==> config.mk <==
export PLATFORM = sky130hd
export DESIGN_NAME = dscr_receiver
export DESIGN_NICKNAME = d
export VERILOG_FILES = /design/src/rtl/dscr_receiver.v /design/src/rtl/dscr_sync2.v
export VERILOG_INCLUDE_DIRS = /design/src /design/src/rtl
export SDC_FILE = /design/constraint.sdc
export NUM_CORES = 1
export LEC_CHECK = 0
export BUFFER_PORTS_ARGS = -buffer_cell sky130_fd_sc_hd__buf_2
export CORE_ASPECT_RATIO = 1.75
export CORE_MARGIN = 1
export CORE_UTILIZATION = 36
export DETAILED_ROUTE_END_ITERATION = 10
export PLACE_DENSITY = 0.62
export SETUP_SLACK_MARGIN = 0.05
export SKIP_LAST_GASP = 1
export SYNTH_ARGS = -nofsm -noshare
export SYNTH_HDL_FRONTEND = slang
export SYNTH_HIERARCHICAL = 1
export SYNTH_SLANG_ARGS = --single-unit
==> constraint.sdc <==
create_clock -name i_clk -period 2.3 [get_ports i_clk]
set_input_delay 0.23 -clock i_clk [delete_from_list [all_inputs] [get_ports i_clk]]
set_output_delay 0.23 -clock i_clk [all_outputs]
set_load 0.005 [all_outputs]
==> src/rtl/dscr_regs.vh <==
// Constants for the DAC serial command receiver
`ifndef DSCR_REGS_VH
`define DSCR_REGS_VH

// Slave address fields
`define DSCR_ADDR_HI        4'h4
`define DSCR_SYNC_ADDR      7'h7e

// Command byte field positions
`define DSCR_CMD_SYNC_BIT   0
`define DSCR_CMD_PDN_BIT    1
`define DSCR_CMD_REF_BIT    2

// Reset values
`define DSCR_CMD_RST        3'h0
`define DSCR_CODE_RST       10'h000

// Receive phases
`define DSCR_PH_IDLE        3'h0
`define DSCR_PH_ADDR        3'h1
`define DSCR_PH_CMD         3'h2
`define DSCR_PH_LOW         3'h3
`define DSCR_PH_HIGH        3'h4
`define DSCR_PH_SKIP        3'h5

`endif

==> src/rtl/dscr_receiver.v <==
// Two-wire receive-only command and data receiver for a 10-bit DAC
`timescale 1ns/1ps
`include "dscr_regs.vh"

// Function
// - Reference select output follows command bit 2: 0 supply, 1 bandgap.
// - First data byte holds code bits 7 down to 0.
// - Second data byte bits 1:0 hold code bits 9:8; rest ignored.
// - Address plus command byte only is accepted; only command is taken.
// - START/STOP between command ack and last data ack drops data bytes.
// - START/STOP before command ack drops the partial command byte.
// - Also answer shared sync address 1111110 as a quick command.
// - Sync with bit high and sync-update set copies inputs to outputs.
// - Sync with bit low clears all latches regardless of sync-update.
// - Sync with bit high and sync-update clear does nothing.
// - Full write acknowledged per byte; STOP copies inputs to outputs.
// - Slave address is 0100 plus three address strap inputs.
// - Sync-update set suppresses STOP update; defaults to zero.
// - Power-down bit takes effect at next STOP, data retained.
module dscr_receiver (
    // Clock, reset and enable
    input  wire       i_clk,
    input  wire       i_sys_rst,
    input  wire       i_ce,
    // Bus pins
    input  wire       i_scl,
    input  wire       i_sda,
    output wire       o_sda,
    output wire       o_sda_oe_n,
    // Address straps
    input  wire       i_address_strap_2,
    input  wire       i_address_strap_1,
    input  wire       i_address_strap_0,
    // Converter controls
    output wire [9:0] o_code,
    output wire       o_reference_select,
    output wire       o_power_down,
    output wire       o_sync_update_enable
);

    // ==========================================================
    // Pin synchronisation
    // ==========================================================
    wire [4:0] pins_s;
    wire       scl_s;
    wire       sda_s;
    wire [2:0] strap_s;

    dscr_sync2 #(
        .W (5)
    ) u_sync (
        .i_clk     (i_clk),
        .i_sys_rst (i_sys_rst),
        .i_ce      (i_ce),
        .i_async   ({i_scl, i_sda, i_address_strap_2,
                     i_address_strap_1, i_address_strap_0}),
        .o_sync    (pins_s)
    );

    assign scl_s   = pins_s[4];
    assign sda_s   = pins_s[3];
    assign strap_s = pins_s[2:0];

    // ==========================================================
    // Edge and condition detection
    // ==========================================================
    reg        scl_d_ff;
    reg        sda_d_ff;
    wire       scl_rise;
    wire       scl_fall;
    wire       start_c;
    wire       stop_c;
    wire [6:0] own_addr;

    assign scl_rise = scl_s & ~scl_d_ff;
    assign scl_fall = ~scl_s & scl_d_ff;
    assign start_c  = scl_s & scl_d_ff & sda_d_ff & ~sda_s;
    assign stop_c   = scl_s & scl_d_ff & ~sda_d_ff & sda_s;
    assign own_addr = {`DSCR_ADDR_HI, strap_s};

    // ==========================================================
    // Receive state
    // ==========================================================
    reg [2:0] phase_ff;
    reg [2:0] nxt_phase;
    reg [7:0] shift_ff;
    reg [3:0] bitcnt_ff;
    reg       in_ack_ff;
    reg       ack_drv_ff;
    reg       is_sync_ff;
    reg       ack_lock_ff;

    // Input registers and output latches
    reg [2:0] cmd_ff;
    reg [2:0] cmd_pend_ff;
    reg       cmd_new_ff;
    reg [7:0] low_in_ff;
    reg [1:0] high_in_ff;
    reg [7:0] low_pend_ff;
    reg [1:0] high_pend_ff;
    reg       low_pend_v_ff;
    reg [9:0] code_out_ff;
    reg       ref_ff;
    reg       pdn_ff;
    reg       sda_oe_n_ff;

    wire [7:0] rx_byte;
    wire       byte_done;
    wire       stop_update;
    wire       sync_hit;
    wire       own_hit;
    wire       ack_rise;
    wire       ack_fall;
    wire       ack_window;
    wire [9:0] code_in;

    // Byte completes on the eighth rising edge of the clock line
    assign rx_byte   = {shift_ff[6:0], sda_s};
    assign byte_done = scl_rise & (bitcnt_ff == 4'h7) & ~in_ack_ff;
    assign sync_hit  = rx_byte[7:1] == `DSCR_SYNC_ADDR;
    assign own_hit   = (rx_byte[7:1] == own_addr) & ~rx_byte[0];
    assign stop_update = ~cmd_ff[`DSCR_CMD_SYNC_BIT];

    // Acknowledge clock: first rise after a byte, then its fall
    assign ack_rise = in_ack_ff & scl_rise & ~ack_lock_ff;
    assign ack_fall = in_ack_ff & scl_fall & ack_lock_ff;

    // Input registers as one code word
    assign code_in = {high_in_ff, low_in_ff};

    // Next phase after a full byte
    always @* begin
        nxt_phase = phase_ff;
        case (phase_ff)
            `DSCR_PH_ADDR: begin
                if (sync_hit) begin
                    nxt_phase = `DSCR_PH_SKIP;
                end else if (own_hit) begin
                    nxt_phase = `DSCR_PH_CMD;
                end else begin
                    nxt_phase = `DSCR_PH_IDLE;
                end
            end
            `DSCR_PH_CMD:  nxt_phase = `DSCR_PH_LOW;
            `DSCR_PH_LOW:  nxt_phase = `DSCR_PH_HIGH;
            `DSCR_PH_HIGH: nxt_phase = `DSCR_PH_SKIP;
            default:       nxt_phase = phase_ff;
        endcase
    end

    always @(posedge i_clk) begin
        if (i_sys_rst) begin
            scl_d_ff      <= 1'b1;
            sda_d_ff      <= 1'b1;
            phase_ff      <= `DSCR_PH_IDLE;
            shift_ff      <= 8'h00;
            bitcnt_ff     <= 4'h0;
            in_ack_ff     <= 1'b0;
            ack_drv_ff    <= 1'b0;
            is_sync_ff    <= 1'b0;
            ack_lock_ff   <= 1'b0;
            cmd_ff        <= `DSCR_CMD_RST;
            cmd_pend_ff   <= `DSCR_CMD_RST;
            cmd_new_ff    <= 1'b0;
            low_in_ff     <= 8'h00;
            high_in_ff    <= 2'h0;
            low_pend_ff   <= 8'h00;
            low_pend_v_ff <= 1'b0;
            high_pend_ff  <= 2'h0;
            code_out_ff   <= `DSCR_CODE_RST;
            pdn_ff        <= 1'b0;
        end else if (i_ce) begin
            scl_d_ff <= scl_s;
            sda_d_ff <= sda_s;
            if (start_c || stop_c) begin
                // Partial bytes and unfinished data are dropped
                phase_ff      <= start_c ? `DSCR_PH_ADDR
                                         : `DSCR_PH_IDLE;
                bitcnt_ff     <= 4'h0;
                in_ack_ff     <= 1'b0;
                ack_drv_ff    <= 1'b0;
                is_sync_ff    <= 1'b0;
                low_pend_v_ff <= 1'b0;
                if (cmd_new_ff) begin
                    cmd_ff <= cmd_pend_ff;
                end
                cmd_new_ff <= 1'b0;
                if (stop_c) begin
                    // A command still pending is taken by this STOP too
                    if (cmd_new_ff) begin
                        pdn_ff <= cmd_pend_ff[`DSCR_CMD_PDN_BIT];
                    end else begin
                        pdn_ff <= cmd_ff[`DSCR_CMD_PDN_BIT];
                    end
                    if (stop_update) begin
                        code_out_ff <= code_in;
                    end
                end
            end else if (phase_ff != `DSCR_PH_IDLE) begin
                if (byte_done) begin
                    shift_ff  <= rx_byte;
                    in_ack_ff <= 1'b1;
                    bitcnt_ff <= 4'h0;
                    phase_ff  <= nxt_phase;
                    ack_lock_ff <= 1'b0;
                    if (phase_ff == `DSCR_PH_ADDR) begin
                        is_sync_ff  <= sync_hit;
                        ack_drv_ff  <= sync_hit | own_hit;
                    end else begin
                        is_sync_ff <= 1'b0;
                        ack_drv_ff <= phase_ff != `DSCR_PH_SKIP;
                    end
                    case (phase_ff)
                        `DSCR_PH_CMD: begin
                            cmd_pend_ff <= rx_byte[2:0];
                            cmd_new_ff  <= 1'b1;
                        end
                        `DSCR_PH_LOW: begin
                            low_pend_ff   <= rx_byte;
                            low_pend_v_ff <= 1'b1;
                        end
                        `DSCR_PH_HIGH: begin
                            // Upper six bits are don't care
                            high_pend_ff <= rx_byte[1:0];
                        end
                        default: begin
                            low_pend_v_ff <= low_pend_v_ff;
                        end
                    endcase
                end else if (ack_rise) begin
                    ack_lock_ff <= 1'b1;
                    // Data pair is taken when the last data ack is clocked
                    if (phase_ff == `DSCR_PH_SKIP && low_pend_v_ff) begin
                        low_in_ff     <= low_pend_ff;
                        high_in_ff    <= high_pend_ff;
                        low_pend_v_ff <= 1'b0;
                    end
                    // Command is accepted once its acknowledge is clocked
                    if (cmd_new_ff && ack_drv_ff) begin
                        cmd_ff     <= cmd_pend_ff;
                        cmd_new_ff <= 1'b0;
                    end
                    if (is_sync_ff) begin
                        if (!shift_ff[0]) begin
                            // Clear every latch
                            cmd_ff      <= `DSCR_CMD_RST;
                            cmd_pend_ff <= `DSCR_CMD_RST;
                            low_in_ff   <= 8'h00;
                            high_in_ff  <= 2'h0;
                            code_out_ff <= `DSCR_CODE_RST;
                            pdn_ff      <= 1'b0;
                        end else if (cmd_ff[`DSCR_CMD_SYNC_BIT]) begin
                            code_out_ff <= code_in;
                        end
                    end
                end else if (ack_fall) begin
                    in_ack_ff  <= 1'b0;
                    ack_drv_ff <= 1'b0;
                    if (is_sync_ff) begin
                        phase_ff <= `DSCR_PH_IDLE;
                    end
                end else if (!in_ack_ff && scl_rise) begin
                    shift_ff  <= rx_byte;
                    bitcnt_ff <= bitcnt_ff + 4'h1;
                end
            end
        end
    end

    // ==========================================================
    // Acknowledge drive
    // ==========================================================
    // Pull starts only once the clock is low behind the eighth bit, so a
    // one in that bit never turns into a false START
    assign ack_window = ack_lock_ff | ~scl_s | ~scl_d_ff;

    always @(posedge i_clk) begin
        if (i_sys_rst) begin
            sda_oe_n_ff <= 1'b1;
        end else if (i_ce) begin
            sda_oe_n_ff <= ~(ack_drv_ff & in_ack_ff & ack_window);
        end
    end

    // ==========================================================
    // Outputs
    // ==========================================================
    // Reference select follows the accepted command a cycle later
    always @(posedge i_clk) begin
        if (i_sys_rst) begin
            ref_ff <= 1'b0;
        end else if (i_ce) begin
            ref_ff <= cmd_ff[`DSCR_CMD_REF_BIT];
        end
    end

    assign o_sda                = 1'b0;
    assign o_sda_oe_n           = sda_oe_n_ff;
    assign o_code               = code_out_ff;
    assign o_reference_select   = ref_ff;
    assign o_power_down         = pdn_ff;
    assign o_sync_update_enable = cmd_ff[`DSCR_CMD_SYNC_BIT];

endmodule // dscr_receiver

==> src/rtl/dscr_sync2.v <==
// Two-flip-flop synchroniser for a bus of pin inputs
`timescale 1ns/1ps

module dscr_sync2 #(
    parameter W = 2
) (
    // Clock and control
    input  wire         i_clk,
    input  wire         i_sys_rst,
    input  wire         i_ce,
    // Data
    input  wire [W-1:0] i_async,
    output wire [W-1:0] o_sync
);

    reg [W-1:0] meta_ff;
    reg [W-1:0] sync_ff;

    // Idle level of the bus lines is high
    always @(posedge i_clk) begin
        if (i_sys_rst) begin
            meta_ff <= {W{1'b1}};
            sync_ff <= {W{1'b1}};
        end else if (i_ce) begin
            meta_ff <= i_async;
            sync_ff <= meta_ff;
        end
    end

    assign o_sync = sync_ff;

endmodule // dscr_sync2

==> metrics.txt <==
WP data arrival approximately 2.3 ns; crit-path max FO 8; Die Y between 100 and 150 µm; relative max-transition margin 56.7%; crit end category flip-flop; Post-Syn Instances about 360; DP Wirelength between 5 and 6 mm; via count between 2,000 and 3,000; pwr/cell area ~720 nW/µm²; Seq/Total Area, Yosys between 40 and 50%; ys flop type dfxtp_1; CTS Hold Bufs 0; Post-Route WL 7.32 mm; routed length per instance approximately 15 µm; CORE AREA approximately 8700 µm²; Ys Warns 6; Mapped Area between 3000 and 4000 µm²; Final #Nets about 390; ys async rst share 0%; Max Freq a little under 500 MHz; Core Rows 45; hold endpoint u_sync/meta_ff[2]; Num CTS Buffers 9; vias in the first global route between 2,000 and 2,500; largest net degree at the start of global routing 38; most instantiated cells after synthesis dfxtp_1 (71), nor2_1 (35), a21oi_1 (34); Die Area between 9000 and 10,000 µm²; Layout area overhead 13.2%; period utilization between 80 and 90%; FF-to-FF setup slack between 0.2 and 0.3 ns; Critical R2R Launch u_sync/o_sync[4]; DR vias/cell around 5.1; wire length of the first global-routing pass approximately 12 mm; critical path data required time around 2.6 ns; Skew-Pair Late Insertion Delay approximately 0.34 ns; Root Buffer clkbuf_16; final setup vio count 0; dominant cell type by area after synthesis dfxtp_1; Post-synth EDFFs 0; min Tclk post-route between 2 and 2.5 ns; hold wc startpoint i_address_strap_2; Ports 23; count of cell types in the netlist 58; pin slew with the least headroom to its limit between 0.6 and 0.7 ns; clk_skew between 0.007 and 0.008 ns; global route total overflow 0; Max clock buf depth 2; final cell count without fillers around 500; Critical Path Source Type flip-flop; worst r2r path cells 5; RSZ-0062 raised after global routing false; Post-CTS Resized 0; DRT iter0 DRCs roughly 120; top post-synthesis cells by area dfxtp_1 (43%), mux2i_1 (7.0%), a21oi_1 (5.2%); DRC viols 0; Cells after DPL between 400 and 500; Initial Util 37.4%; most numerous cell in the Yosys netlist dfxtp_1; area occupied by multi-input gates 1640 µm²; gp weighted congestion 0.900; critical path class flip-flop to flip-flop; Reg clk slew, reported paths approximately 0.06 ns; GRT Total Usage between 10% and 20%; ant diodes 0; flops & latches, synth 71; Net Count, Synth ~370; post-CTS setup buffers 0; Port Buffers 21; Peak VDD IR approximately 0.00035 V; Hold Path Depth 2; post-synth top area share between 40% and 50%; chip width approximately 74 µm; Register Area 1420 µm²; Syn Area/Cell 9.15 µm²; Slew Viols, Final 0; drt first pass iters 4; filler cell count approximately 890; H-tree levels 3; final setup TNS 0 ns; Min-Delay Path Class input port to flip-flop; Static Leak roughly 0.0014 µW; endpoints failing hold 0; outcome finished, final reports clean; Clock Sinks around 70; DRT antenna net count 0; initial antenna violation count 0; worst r2r dst phase_ff[2]; Max Cap Viol 0; ratio of cells with drive above 1 in the final layout ~16%; TritonCTS clock tree built; post-layout util 42.4%
## worst max path at each step
stage	from	to	slack, ns	cells past startpoint
after floorplan	u_sync/o_sync[4]	low_pend_ff[2]	0.44	6
after global placement	u_sync/o_sync[4]	low_pend_ff[1]	0.35	5
after detailed placement	u_sync/o_sync[4]	phase_ff[0]	0.30	5
after CTS	u_sync/o_sync[4]	phase_ff[0]	0.28	5
after global routing	u_sync/o_sync[4]	phase_ff[2]	0.12	5
final	u_sync/o_sync[4]	phase_ff[2]	0.28	5
## metal layers
metal	vias up	GRT usage [%]	routed length (µm)	share of wire [%]
li1	1298	-	-	-
met1	1163	18.1	2920	40
met2	43	30.7	3930	54
met3	15	4.80	238	3.3
met4	0	9.73	239	3.3
met5	-	0	0	0
## layout make-up
| cell class | count | area share (%) |
|---|---|---|
| clock inverter | 6 | 1.22 |
| sequential | 71 | 38.4 |
| inverter | 3 | 0.304 |
| timing repair buffer | 34 | 5.48 |
| tap | 117 | 3.96 |
| clock buffer | 10 | 6.19 |
| multi-input combinational | 257 | 44.4 |
## worst max-delay path: stages (launching register included)
cell and delay, ns:
dfxtp_1 0.42, or3b_1 0.49, nor3_2 0.25, o311ai_1 0.18
nor3_2 0.39, mux2i_1 0.22
## cell usage in the layout (no fill, tap or decap), types with 7 or more instances in the layout
cell       synthesis  layout
a211o_1           10      10
a21oi_1           34      34
buf_2              5      21
buf_4              1      13
clkbuf_16          0       9
dfxtp_1           71      71
mux2i_1           23      23
nand2_1           29      29
nand2b_1          10      10
nand3_1            7       7
nand3b_1          12      12
nor2_1            35      35
nor2b_1           12      12
nor3_1             7       7
o21ai_0           14      14
## logic make-up after synthesis
| logic type | count (synthesis) | share of synthesized area, % |
|---|---|---|
| mux | 23 | 7.04 |
| buf+inv | 29 | 6.20 |
| compound gates | 80 | 15.9 |
| simple gates | 145 | 25.0 |
| xor+xnor | 7 | 1.88 |
| fa+ha+maj | 1 | 0.383 |
| other cells | 1 | 0.115 |
| flops | 71 | 43.5 |
## sequential cells by signal (all words and copies together), names as in the netlist, 4 cells and up
register,cells
shift_ff,7
u_sync/meta_ff,5
bitcnt_ff,4
low_pend_ff,8
o_code,10
low_in_ff,8
u_sync/o_sync,5
## report_power, final
part	internal [µW]	switching, µW
clock network	734	542
registers	1240	12.8
logic	56.2	79.4
total	2040	634
## stage by stage
stage / instance area, µm² / worst slack (ns) / total power [µW] / hold WS (ns)
floorplan: 3270 / 0.441 / 1390 / 0.348
finish: 3700 / 0.280 / 2670 / 0.0899
global placement: 3430 / 0.347 / 1420 / 0.434
detailed placement: 3430 / 0.297 / 1420 / 0.440
global route: 3700 / 0.122 / 2770 / 0.0985
CTS: 3700 / 0.280 / 2700 / 0.0845
No activity file was read; power rests on OpenSTA's default activity.
